===== src/rtl/ssmt_pkg.sv =====
// Constants, modes and carrier types of the serial port.
package ssmt_pkg;

  localparam int BYTE_W = 8;
  localparam int EDGE_W = 4;
  localparam int DIV_W = 8;
  localparam int TX_DEPTH = 32;
  localparam int MSB_POS = 7;
  localparam int SEL_OUT_BIT = 1;
  localparam int SEL_LVL_BIT = 0;
  localparam logic [EDGE_W-1:0] LAST_EDGE = 4'hF;
  localparam logic [EDGE_W-1:0] EDGE_RST = 4'h0;
  localparam logic [EDGE_W-1:0] EDGE_ONE = 4'h1;
  localparam logic [DIV_W-1:0] DIV_RST = 8'h00;
  localparam logic [DIV_W-1:0] DIV_ONE = 8'h01;
  localparam logic [BYTE_W-1:0] BYTE_RST = 8'h00;
  localparam logic [1:0] SEL_3WIRE = 2'h0;
  localparam logic [1:0] SEL_4WIRE_IN = 2'h1;

  typedef enum logic
  {
    MST_IDLE = 1'b0,
    MST_XFER = 1'b1
  } ssmt_mst_e;

  typedef struct packed
  {
    logic              port_enable;
    logic              master_role_enable;
    logic [1:0]        select_mode_field;
    logic              clock_phase_select;
    logic              clock_polarity_select;
    logic [DIV_W-1:0]  rate_div;
  } ssmt_cfg_s;

  typedef struct packed
  {
    logic mosi;
    logic miso;
    logic sck;
    logic nss;
  } ssmt_pin_in_s;

  typedef struct packed
  {
    logic mosi_o;
    logic mosi_oe;
    logic miso_o;
    logic miso_oe;
    logic sck_o;
    logic sck_oe;
    logic nss_o;
    logic nss_oe;
    logic nss_routed;
  } ssmt_pin_out_s;

  localparam ssmt_pin_out_s PINS_RST = '0;

  typedef struct packed
  {
    ssmt_mst_e           mst;
    logic [DIV_W-1:0]    div_cnt;
    logic [EDGE_W-1:0]   edge_cnt;
    logic [BYTE_W-1:0]   shreg;
    logic                slv_loaded;
    logic                sck_prev;
    logic                nss_prev;
    logic [BYTE_W-1:0]   rx_buf;
    logic                done_flag;
    logic                mode_fault;
    ssmt_pin_out_s       pins;
  } ssmt_state_s;

endpackage : ssmt_pkg


===== src/rtl/ssmt_core.sv =====
// Transmit FIFO and the serial port engine for master and slave roles.
`timescale 1ns/100ps
`default_nettype none

module ssmt_fifo #(
  parameter int WIDTH = 8,
  parameter int DEPTH = 32
) (
  // Clock and reset.
  input  wire logic             clk,
  input  wire logic             nrst,
  input  wire logic             ce,
  // Filling side.
  input  wire logic             in_valid,
  input  wire logic [WIDTH-1:0] in_data,
  output var  logic             in_ready,
  // Draining side.
  output var  logic             out_valid,
  output var  logic [WIDTH-1:0] out_data,
  input  wire logic             out_ready
);

  localparam int AW = $clog2(DEPTH);
  localparam int CW = $clog2(DEPTH + 1);
  localparam logic [AW-1:0] PTR_LAST = AW'(DEPTH - 1);
  localparam logic [CW-1:0] CNT_FULL = CW'(DEPTH);

  typedef struct packed
  {
    logic [AW-1:0] wr_ptr;
    logic [AW-1:0] rd_ptr;
    logic [CW-1:0] count;
    logic          ready;
  } ssmt_fifo_state_s;

  ssmt_fifo_state_s r_reg;
  ssmt_fifo_state_s r_next;
  logic [WIDTH-1:0] mem [DEPTH];
  logic             push;
  logic             pop;

  assign out_valid = (r_reg.count != '0);
  assign out_data  = mem[r_reg.rd_ptr];
  assign in_ready  = r_reg.ready;
  assign push      = in_valid & r_reg.ready;
  assign pop       = out_ready & out_valid;

  always_comb
  begin
    r_next = r_reg;
    if (push)
    begin
      r_next.wr_ptr = (r_reg.wr_ptr == PTR_LAST) ? '0 : r_reg.wr_ptr + AW'(1);
    end
    if (pop)
    begin
      r_next.rd_ptr = (r_reg.rd_ptr == PTR_LAST) ? '0 : r_reg.rd_ptr + AW'(1);
    end
    if (push & !pop)
    begin
      r_next.count = r_reg.count + CW'(1);
    end
    else if (pop & !push)
    begin
      r_next.count = r_reg.count - CW'(1);
    end
    r_next.ready = (r_next.count != CNT_FULL);
  end

  always_ff @(posedge clk)
  begin
    if (!nrst)
    begin
      r_reg <= '{wr_ptr: '0, rd_ptr: '0, count: '0, ready: 1'b1};
    end
    else if (ce)
    begin
      r_reg <= r_next;
      if (push)
      begin
        mem[r_reg.wr_ptr] <= in_data;
      end
    end
  end

endmodule : ssmt_fifo

// How it works
// - Master-out is our output as master, our input as slave, MSB first.
// - Master-in is our input as master, our output as slave, MSB first.
// - Master-in floats when disabled or as an unselected four-wire slave.
// - Three-wire slave drives master-in from the shift register all the time.
// - Serial clock is driven as master and taken as input as slave.
// - Unselected four-wire slave ignores every serial clock edge.
// - Mode 00 is three-wire, select unused, slave always selected.
// - Mode 01 is four-wire with select input; low select enables the slave.
// - Mode 01 master drops its master role on a falling select.
// - Mode 1x drives select as output at the level of the low bit.
// - Select is unrouted in three-wire mode 00 and routed in modes 01 and 1x.
// - Master role is taken when the master enable bit is one.
// - Writes fill the transmit buffer; an empty shifter loads and starts at once.
// - Master drives the clock and shifts out and in together, MSB first.
// - A finished transfer copies the shifter into the receive buffer.
// - A waiting transmit byte loads and starts the next transfer without pause.
// - An empty transmit buffer at byte end stops the clock until new data.
// - Reading the data window returns the receive buffer.
// - Clock stays at most core clock over 2 as master, over 10 as slave.
// - Master clock comes from an 8-bit rate divider of the core clock.
// - All four clock phase and polarity combinations are supported.
// - Phase picks the latching edge, polarity the idle level; both ends match.
// - The done flag is set by hardware at the end of every byte.
// - A slave copies the byte to the receive buffer after 8 bits.
// - A four-wire slave clears its bit counter on each falling select.
module ssmt_core
  import ssmt_pkg::*;
#(
  parameter int TX_WORDS = TX_DEPTH
) (
  // Clock, reset and clock enable.
  input  wire logic              clk,
  input  wire logic              nrst,
  input  wire logic              ce,
  // Configuration.
  input  wire ssmt_cfg_s         cfg,
  // Data window write side.
  input  wire logic              wr_valid,
  input  wire logic [BYTE_W-1:0] wr_data,
  output var  logic              wr_ready,
  // Data window read side and flags.
  output var  logic [BYTE_W-1:0] rd_data,
  output var  logic              transfer_done_flag,
  input  wire logic              done_clear,
  output var  logic              mode_fault,
  input  wire logic              fault_clear,
  // Bus pins.
  input  wire ssmt_pin_in_s      pin_i,
  output var  ssmt_pin_out_s     pin_o
);

  ssmt_state_s       r_reg;
  ssmt_state_s       r_next;
  logic              tx_valid;
  logic [BYTE_W-1:0] tx_data;
  logic              tx_pop;
  logic              fifo_in_ready;
  logic              master_act;
  logic              slave_act;
  logic              four_in;
  logic              selected;
  logic              nss_fall;
  logic              m_tick;
  logic              ev_lead;
  logic              ev_trail;
  logic              ev_sample;
  logic              ev_drive;
  logic              byte_end;
  logic              in_bit;
  logic [BYTE_W-1:0] shifted;

  // A write is taken only while the clock enable lets the FIFO move.
  ssmt_fifo #(
    .WIDTH (BYTE_W),
    .DEPTH (TX_WORDS)
  ) u_tx_fifo (
    .clk       (clk),
    .nrst      (nrst),
    .ce        (ce),
    .in_valid  (wr_valid),
    .in_data   (wr_data),
    .in_ready  (fifo_in_ready),
    .out_valid (tx_valid),
    .out_data  (tx_data),
    .out_ready (tx_pop)
  );

  assign wr_ready           = fifo_in_ready;
  assign rd_data            = r_reg.rx_buf;
  assign transfer_done_flag = r_reg.done_flag;
  assign mode_fault         = r_reg.mode_fault;
  assign pin_o              = r_reg.pins;

  // Role and selection.
  assign master_act = cfg.port_enable & cfg.master_role_enable & !r_reg.mode_fault;
  assign slave_act  = cfg.port_enable & !master_act;
  assign four_in    = (cfg.select_mode_field == SEL_4WIRE_IN);
  assign selected   = !four_in | !pin_i.nss;
  assign nss_fall   = r_reg.nss_prev & !pin_i.nss;

  // Master edges come from the divider, slave edges from the clock pin.
  assign m_tick = (r_reg.mst == MST_XFER) & (r_reg.div_cnt == cfg.rate_div);
  always_comb
  begin
    ev_lead  = 1'b0;
    ev_trail = 1'b0;
    if (master_act)
    begin
      ev_lead  = m_tick & !r_reg.edge_cnt[0];
      ev_trail = m_tick & r_reg.edge_cnt[0];
    end
    else if (slave_act & selected)
    begin
      ev_lead  = (pin_i.sck ^ cfg.clock_polarity_select) & !(r_reg.sck_prev ^ cfg.clock_polarity_select);
      ev_trail = !(pin_i.sck ^ cfg.clock_polarity_select) & (r_reg.sck_prev ^ cfg.clock_polarity_select);
    end
  end

  assign ev_sample = cfg.clock_phase_select ? ev_trail : ev_lead;
  assign ev_drive  = cfg.clock_phase_select ? ev_lead : ev_trail;
  assign byte_end  = ev_trail & (r_reg.edge_cnt == LAST_EDGE);
  assign in_bit    = master_act ? pin_i.miso : pin_i.mosi;
  assign shifted   = {r_reg.shreg[BYTE_W-2:0], in_bit};

  always_comb
  begin
    r_next          = r_reg;
    tx_pop          = 1'b0;
    r_next.sck_prev = pin_i.sck;
    r_next.nss_prev = pin_i.nss;

    // Shifting common to both roles, most significant bit first.
    if (ev_sample)
    begin
      r_next.shreg = shifted;
    end
    if (ev_drive & master_act)
    begin
      r_next.pins.mosi_o = r_reg.shreg[MSB_POS];
    end
    if (ev_drive & slave_act)
    begin
      r_next.pins.miso_o = r_reg.shreg[MSB_POS];
    end
    if (ev_lead | ev_trail)
    begin
      r_next.edge_cnt = r_reg.edge_cnt + EDGE_ONE;
    end
    if (byte_end)
    begin
      r_next.rx_buf = cfg.clock_phase_select ? shifted : r_reg.shreg;
    end

    // Master sequencing.
    if (master_act)
    begin
      unique case (r_reg.mst)
        MST_IDLE:
        begin
          r_next.pins.sck_o = cfg.clock_polarity_select;
          if (tx_valid)
          begin
            tx_pop          = 1'b1;
            r_next.shreg    = tx_data;
            r_next.mst      = MST_XFER;
            r_next.div_cnt  = DIV_RST;
            r_next.edge_cnt = EDGE_RST;
            if (!cfg.clock_phase_select)
            begin
              r_next.pins.mosi_o = tx_data[MSB_POS];
            end
          end
        end
        MST_XFER:
        begin
          r_next.div_cnt = m_tick ? DIV_RST : r_reg.div_cnt + DIV_ONE;
          if (m_tick)
          begin
            r_next.pins.sck_o = ~r_reg.pins.sck_o;
          end
          if (byte_end)
          begin
            if (tx_valid)
            begin
              tx_pop          = 1'b1;
              r_next.shreg    = tx_data;
              r_next.edge_cnt = EDGE_RST;
              if (!cfg.clock_phase_select)
              begin
                r_next.pins.mosi_o = tx_data[MSB_POS];
              end
            end
            else
            begin
              r_next.mst = MST_IDLE;
            end
          end
        end
      endcase
    end
    else
    begin
      r_next.mst     = MST_IDLE;
      r_next.div_cnt = DIV_RST;
    end

    // Slave loading at byte boundaries.
    if (slave_act)
    begin
      if (four_in & nss_fall)
      begin
        r_next.edge_cnt = EDGE_RST;
      end
      else if (!r_reg.slv_loaded & tx_valid & (r_reg.edge_cnt == EDGE_RST) & !ev_lead & !ev_trail)
      begin
        tx_pop            = 1'b1;
        r_next.shreg      = tx_data;
        r_next.slv_loaded = 1'b1;
        if (!cfg.clock_phase_select)
        begin
          r_next.pins.miso_o = tx_data[MSB_POS];
        end
      end
      if (byte_end)
      begin
        r_next.slv_loaded = 1'b0;
      end
    end

    // A disabled port forgets any partial byte.
    if (!cfg.port_enable)
    begin
      r_next.edge_cnt   = EDGE_RST;
      r_next.slv_loaded = 1'b0;
    end

    // Flags: a set in the same cycle as a clear wins.
    if (done_clear)
    begin
      r_next.done_flag = 1'b0;
    end
    if (byte_end)
    begin
      r_next.done_flag = 1'b1;
    end
    if (fault_clear)
    begin
      r_next.mode_fault = 1'b0;
    end
    if (cfg.port_enable & cfg.master_role_enable & four_in & nss_fall)
    begin
      r_next.mode_fault = 1'b1;
      r_next.mst        = MST_IDLE;
    end

    // Pin directions and select output.
    r_next.pins.mosi_oe    = master_act;
    r_next.pins.sck_oe     = master_act;
    r_next.pins.miso_oe    = slave_act & selected;
    r_next.pins.nss_oe     = cfg.port_enable & cfg.select_mode_field[SEL_OUT_BIT];
    r_next.pins.nss_o      = cfg.select_mode_field[SEL_LVL_BIT];
    r_next.pins.nss_routed = (cfg.select_mode_field != SEL_3WIRE);
  end

  always_ff @(posedge clk)
  begin
    if (!nrst)
    begin
      r_reg <= '{mst: MST_IDLE, div_cnt: DIV_RST, edge_cnt: EDGE_RST, shreg: BYTE_RST,
                 slv_loaded: 1'b0, sck_prev: pin_i.sck, nss_prev: 1'b1, rx_buf: BYTE_RST,
                 done_flag: 1'b0, mode_fault: 1'b0, pins: PINS_RST};
    end
    else if (ce)
    begin
      r_reg <= r_next;
    end
  end

endmodule : ssmt_core

`default_nettype wire


===== config.mk =====
export PLATFORM = sky130hd
export DESIGN_NAME = ssmt_core
export DESIGN_NICKNAME = d
export VERILOG_FILES = /design/src/rtl/ssmt_pkg.sv /design/src/rtl/ssmt_core.sv
export SDC_FILE = /design/constraint.sdc
export NUM_CORES = 1
export LEC_CHECK = 0
export BUFFER_PORTS_ARGS = -buffer_cell sky130_fd_sc_hd__buf_2
export CORE_AREA = 2 2 160 162
export DETAILED_ROUTE_END_ITERATION = 10
export DIE_AREA = 0 0 162 164
export PLACE_DENSITY = 0.71
export SLEW_MARGIN = 25
export SYNTH_ARGS = -nofsm -noshare
export SYNTH_HDL_FRONTEND = slang
export SYNTH_SLANG_ARGS = --single-unit

===== constraint.sdc =====
create_clock -name clk -period 4.43 [get_ports clk]
set_input_delay 0.886 -clock clk [delete_from_list [all_inputs] [get_ports clk]]
set_output_delay 0.886 -clock clk [all_outputs]
set_load 0.02 [all_outputs]

# Word level (Yosys, flattened, before mapping)
# Memories as Yosys holds them, arrays and structs flattened. A register that Yosys moved wholly into a read port is not among the register bits.
# Cells that the tools add are included.
[op_classes]
n_reduce_logical = 25
eq_ne = 12
n_bitwise = 31
n_mux = 64
addsub = 6
[ops]
columns = ["op", "n"]
rows = [
  ["$mux 21", 3],
  ["$pmux 21 s2", 1],
  ["$mux 1", 37],
  ["$mux 12", 3],
  ["$mux 8", 4],
  ["$mux 9", 3],
  ["$and 1x1->1", 25],
  ["$mux 5", 4],
  ["$mux 13", 1],
  ["$logic_not 1->1", 12],
  ["$mux 4", 3],
  ["$mux 6", 2],
  ["$reduce_and 2->1", 6],
  ["$add 5x1->5 const B", 2],
  ["$eq 5x5->1 const B", 2],
  ["$add 8x1->8 const B", 1],
  ["$eq 8x8->1", 1],
  ["$add 6x1->6 const B", 1],
  ["$ne 2x1->1 const B", 3],
  ["$ne 3x3->1 const B", 2],
  ["$ne 6x6->1 const B", 1],
  ["$pmux 1 s2", 3],
  ["$reduce_bool 2->1", 3],
  ["$reduce_bool 6->1", 1],
  ["other kinds (11)", 14],
]
[totals]
in_bits = 32
output_inout_bits = 20
wordCells = 161
mem_count = 1
register_bits = 59
ram_bits = 256
[mem_list]
columns = ["memory", "depth", "width", "read_ports", "rd_ports_with_merged_regs", "write_ports", "line", "text"]
rows = [
  ["u_tx_fifo.mem", 32, 8, 1, 1, 1, "ssmt_core.sv:38", "logic [WIDTH-1:0] mem [DEPTH];"],
]

# Logic depth before layout (Yosys ltp)
[logic_depth]
ltp_word = 19
depth_mapped = 12
ltp_nobuf = 10

# Hierarchy
# Synthesis repeated with hierarchy kept, for this count alone.
[hier_totals]
hier_cells = 851
area_unflattened_um2 = 13683.1
[modules_own_cells]
columns = ["mod", "area_per_inst_um2", "instances", "cells_per_inst", "seq_area_each_um2"]
rows = [
  ["ssmt_fifo", 11131.9, 1, 561, 8127.8],
  ["ssmt_core", 2551.2, 1, 290, 850.8],
]

# Worst setup path before layout
# No wires, ideal clock.
[synth_timing]
path_kind = "in2reg"
from = "input port cfg[12] (netlist name)"
to = "register u_tx_fifo.r_reg, in the netlist u_tx_fifo.in_ready"
slack_ns = 1.705
arrival_ns = 2.598
cell_stages = 9
n_path_buf = 2
setup_ns = 0.126
required_ns = 4.304
cell_sequence = "nand2b_1 > or2_2 > clkbuf_1 > nor2_1 > a221o_1 > buf_6 > or4_1 > a31oi_1 > a31oi_1"
[synth_via]
elab_chain_len = 19
word_cells_on_any_way = 27
cone_classes = "eq/ne (1); mux (12); bitwise (10); reduce/logical (4)"
[synth_lines]
columns = ["item", "line", "text"]
rows = [
  ["start, declared", "ssmt_core.sv:124", "input wire ssmt_cfg_s cfg,"],
  ["$and 1x1->1 * (2 in series)", "ssmt_core.sv:183", "assign master_act = cfg.port_enable & cfg.master_role_enable & !r_reg.mode_fault;"],
  ["$logic_not 1->1", "ssmt_core.sv:184", "assign slave_act = cfg.port_enable & !master_act;"],
  ["$and 1x1->1", "ssmt_core.sv:184", ""],
  ["$and 1x1->1", "ssmt_core.sv:200", "else if (slave_act & selected)"],
  ["$mux 1", "ssmt_core.sv:200", ""],
  ["$mux 1", "ssmt_core.sv:195", "if (master_act)"],
  ["$and 1x1->1", "ssmt_core.sv:209", "assign byte_end = ev_trail & (r_reg.edge_cnt == LAST_EDGE);"],
  ["$mux 1", "ssmt_core.sv:269", "if (byte_end)"],
  ["[2 not listed]", "-", ""],
  ["$mux 1", "ssmt_core.sv:302", "else if (!r_reg.slv_loaded & tx_valid & (r_reg.edge_cnt == EDGE_RST) & !ev_lead & !ev_trail)"],
  ["$mux 1", "ssmt_core.sv:298", "if (four_in & nss_fall)"],
  ["$mux 1 *", "ssmt_core.sv:296", "if (slave_act)"],
  ["$and 1x1->1 *", "ssmt_core.sv:46", "assign pop = out_ready & out_valid;"],
  ["$and 1x1->1 or $logic_not 1->1 (tied branches)", "ssmt_core.sv:63, ssmt_core.sv:59", ""],
  ["$mux 6 or $and 1x1->1 (tied branches)", "ssmt_core.sv:63, ssmt_core.sv:59", ""],
  ["$mux 6 *", "ssmt_core.sv:59", "if (push & !pop)"],
  ["$ne 6x6->1 *", "ssmt_core.sv:67", "r_next.ready = (r_next.count != CNT_FULL);"],
  ["end signal, assigned", "ssmt_core.sv:74", "r_reg <= '{wr_ptr: '0, rd_ptr: '0, count: '0, ready: 1'b1};"],
  ["end signal, assigned", "ssmt_core.sv:78", "r_reg <= r_next;"],
  ["end, declared", "ssmt_core.sv:36", "ssmt_fifo_state_s r_reg;"],
]
# Mark *: on every way between the ends. The rest lies on a longest branch, timed or not.
# A chain may end at the register's enable or synchronous reset.

==> metrics.yaml <==
outcome:
  status: "finished clean"
detailed_routing:
  detail_route.iter0.violations: 856
  wirelength_mm: 27.1
  post_detailed_route_count_of_antenna_violating_nets: 0
  drt_drc_violations_left: 0
  drt_pre_antenna_iters: 5
  vias: 7344
  wl_per_cell_um: 21.8
  viasPerCell: 5.93
power:
  p_int_mw: 4.90
  proportion_of_power_drawn_by_combinational_gates: 0.064
  pwr_density_cell_nw_per_um2: 421
  p_switching_mw: 1.36
  clock_power_share: 0.409
  vdd.ir_drop.worst_mv: 0.404
  power.share.sequential: 0.527
  power.static_leakage_nw: 4.78
  p_sw_frac: 0.217
finish:
  largest_register_ffs: 256
  drive_gt1_frac: 0.219
  nFillCells: 1885
  area_of_all_placed_cells_without_fillers_sq_um: 14900
  synthToLayoutAreaGrowth_pct: 10.8
  diodes: 0
  fin_nets: 929
  layout.cells.non_filler: 1239
  final_common_cell: "edfxtp_1"
  layout.cells.most_common_list: "edfxtp_1 (257), nor2_1 (82), mux4_2 (80), dfxtp_1 (60)"
setup_path:
  cp_cell_instances: "inv_1 > ha_1 > or4b_1 > a311o_1 > a211oi_2 > a221o_1 > buf_4 > nand2_1 > nor2_1 > nand3b_1 > a21oi_1"
  critical-path-top-delay-family: "compound AO/OA/AOI/OAI gates"
  slowest_library_cell_on_the_worst_path: "or4b_1"
  critPathLaunchType: "flip-flop"
  timing.critical_path.to_type: "flip-flop"
  reg2regPathDepth: 11
  cp.buffers_inverters: 2
  critical_path_required_ps: 4910
  critPathMaxStageDelay_ps: 460
  arrival_ps: 3610
  timing.setup.critical_path_class: "reg -> reg"
  path_max_fanout: 21
  rr_startpoint: "r_reg[30]"
  ff2ff_setup_slack_ps: 1310
global_routing:
  wire_length_of_the_first_global_routing_pass_mm: 41.5
  grt_start_max_net_pins: 41
  globalRoute.totalOverflow: 0
  grt_pass1_vias: 7232
  grt_antenna_before_repair: 0
  groute.usage.overall: 0.206
timing:
  min_hold_slack_ps: 461
  totalNegativeSetupSlack_ps: 0
  report.final.setup_viol: 0
  grt_setup_unrepaired: "false"
  drv_slew: 0
  timing_hold_violations_final: 0
  post-route-period-util: 0.705
  post_route_setup_slack_ps: 1310
  period_needed_ps: 3120
  tightestPinTransition_ps: 903
  fin_skew_ps: 6.88
  fmax_ghz: 0.320
  max-slew-margin-rel: 0.397
logic_synthesis:
  async_flop_share: 0
  syn_nets: 894
  post_synth.cell_area_avg_sq_um: 15.8
  yosysUniqueCellTypes: 60
  yosys_warnings: 0
  synthesized_cell_area_sq_um: 13400
  post_synth_inst_count: 849
  ys_seq_elements: 320
  yosysSeqAreaShare: 0.669
  number_of_synthesized_flops_with_an_enable_pin: 257
  ys_dominant_reg_cell: "edfxtp_1"
floorplanning:
  coreArea_sq_um: 24800
  floorplan.die.width_um: 162
  count_of_standard_cell_rows: 58
  die_height_um: 164
  initial_core_util: 0.541
  floorplan.io_pins: 52
  design.die.area_sq_um: 26600
clock_tree:
  tritoncts_clock_tree: "yes"
  clk_pin_slew_ps: 60
  clkSinkCount: 320
  cts_hold_buffers: 0
  cts.repair_timing.setup_buffer_count: 0
  clkLatencyLatePin_ps: 570
  h-tree-depth: 1
  cts_resized: 0
  cts_root_buffer: "clkbuf_16"
  max-clock-path-buffers: 3
  number_of_buffers_inserted_during_clock_tree_synthesis: 31
flow_run:
  maxCapViolCount: 0
min_path:
  hold_path.class: "reg -> reg"
  worst_hold_path.num_cells: 2
  worst_hold_path.endpoint: "r_reg[21]"
  hold_path.startpoint: "r_reg[21]"
place:
  gpl.final_weighted_congestion: 0.850
  detailedPlacementHpwl_mm: 17.4
  placed_cell_area_sq_um: 13900
  preCtsSetupSlack_ps: 1160
  placedCellCount: 1181
  portBuffers: 51
-- layer usage --
layer,track usage,share of wire
met1,0.286,0.44
met3,0.0379,0.064
met2,0.336,0.47
met4,0.0628,0.023
met5,0,0
-- power groups by stage --
stage                     Combinational [mW]  Clock (mW)  Sequential, mW
after global routing                   0.436        2.71            3.30
after detailed placement               0.396           0            3.36
after floorplan                        0.288           0            3.35
final                                  0.398        2.56            3.30
after global placement                 0.391           0            3.36
after CTS                              0.401        2.59            3.30
-- through the flow --
stage / total power, mW / utilization
3_5_place_dp: 3.76 / 0.560
3_3_place_gp: 3.75 / 0.560
5_1_grt: 6.45 / 0.599
6_report: 6.26 / 0.599
2_1_floorplan: 3.63 / -
4_1_cts: 6.29 / 0.599
-- synth_stat cells (2+ instances only) --
cell type / number / area [sq um]
or3_1: 2 / 12.5
xor2_1: 10 / 87.6
nor2b_1: 4 / 25.0
buf_6: 2 / 22.5
or4_1: 3 / 22.5
clkbuf_1: 28 / 105
a211oi_1: 8 / 60.1
and2_1: 4 / 25.0
inv_1: 12 / 45.0
ha_1: 13 / 163
mux2i_1: 26 / 260
o31ai_1: 3 / 22.5
or2_2: 2 / 12.5
edfxtp_1: 257 / 7720
xnor2_1: 16 / 140
nor3_1: 8 / 40.0
buf_4: 19 / 143
o211ai_1: 4 / 30.0
buf_1: 3 / 11.3
nor2_1: 82 / 308
a41oi_1: 2 / 17.5
nand3b_1: 2 / 15.0
o21ai_0: 28 / 140
nand2_1: 51 / 191
mux4_2: 80 / 1800
a31oi_1: 4 / 25.0
a21o_1: 8 / 60.1
a21oi_1: 28 / 140
nand3_1: 17 / 85.1
and3_1: 6 / 37.5
nand2b_1: 6 / 37.5
buf_2: 8 / 40.0
nand4_1: 12 / 75.1
mux2_2: 2 / 22.5
a22oi_1: 2 / 15.0
dfxtp_1: 63 / 1260
-- worst register-to-register path, stage by stage (launching register included) --
cell and delay, ps:
dfxtp_1 370, inv_1 130, ha_1 160, or4b_1 460, a311o_1 330, a211oi_2 210, a221o_1 390, buf_4 310
nand2_1 180, nor2_1 220, nand3b_1 100, a21oi_1 170
-- cells by family (layout without fill, tap and decap cells) --
group                    count (synthesis)  count (layout)  share of synthesized area
flip-flops                             320             320                      0.669
AND/OR/NAND/NOR                        207             207                     0.0712
multiplexers                           108             108                      0.155
AO/OA/AOI/OAI                          102             102                     0.0484
buffers and inverters                   73             133                     0.0276
XOR/XNOR                                26              26                     0.0170
adder cells (fa/ha/maj)                 13              13                     0.0121
-- worst max-delay path by stage --
stage,startpoint,endpoint,slack [ps],cells past startpoint
after floorplan,cfg[12],u_tx_fifo.in_ready,1710,9
after global placement,cfg[11],flip-flop,1250,10
after detailed placement,cfg[10],flip-flop,1160,10
after CTS,r_reg[30],flip-flop,1340,11
after global routing,r_reg[30],flip-flop,1120,11
final,r_reg[30],flip-flop,1310,11
-- area by class of cell --
| type | count | area (sq um) | share of cell area |
|---|---|---|---|
| Timing Repair Buffer | 62 | 363 | 0.0244 |
| Clock buffer | 38 | 802 | 0.0539 |
| Sequential cell | 320 | 8980 | 0.604 |
| Clock inverter | 20 | 183 | 0.0123 |
| Tap cell | 330 | 413 | 0.0278 |
| Inverter | 13 | 48.8 | 0.00328 |
| Multi-Input combinational cell | 456 | 4080 | 0.274 |
Power figures use the tool's default switching activity.
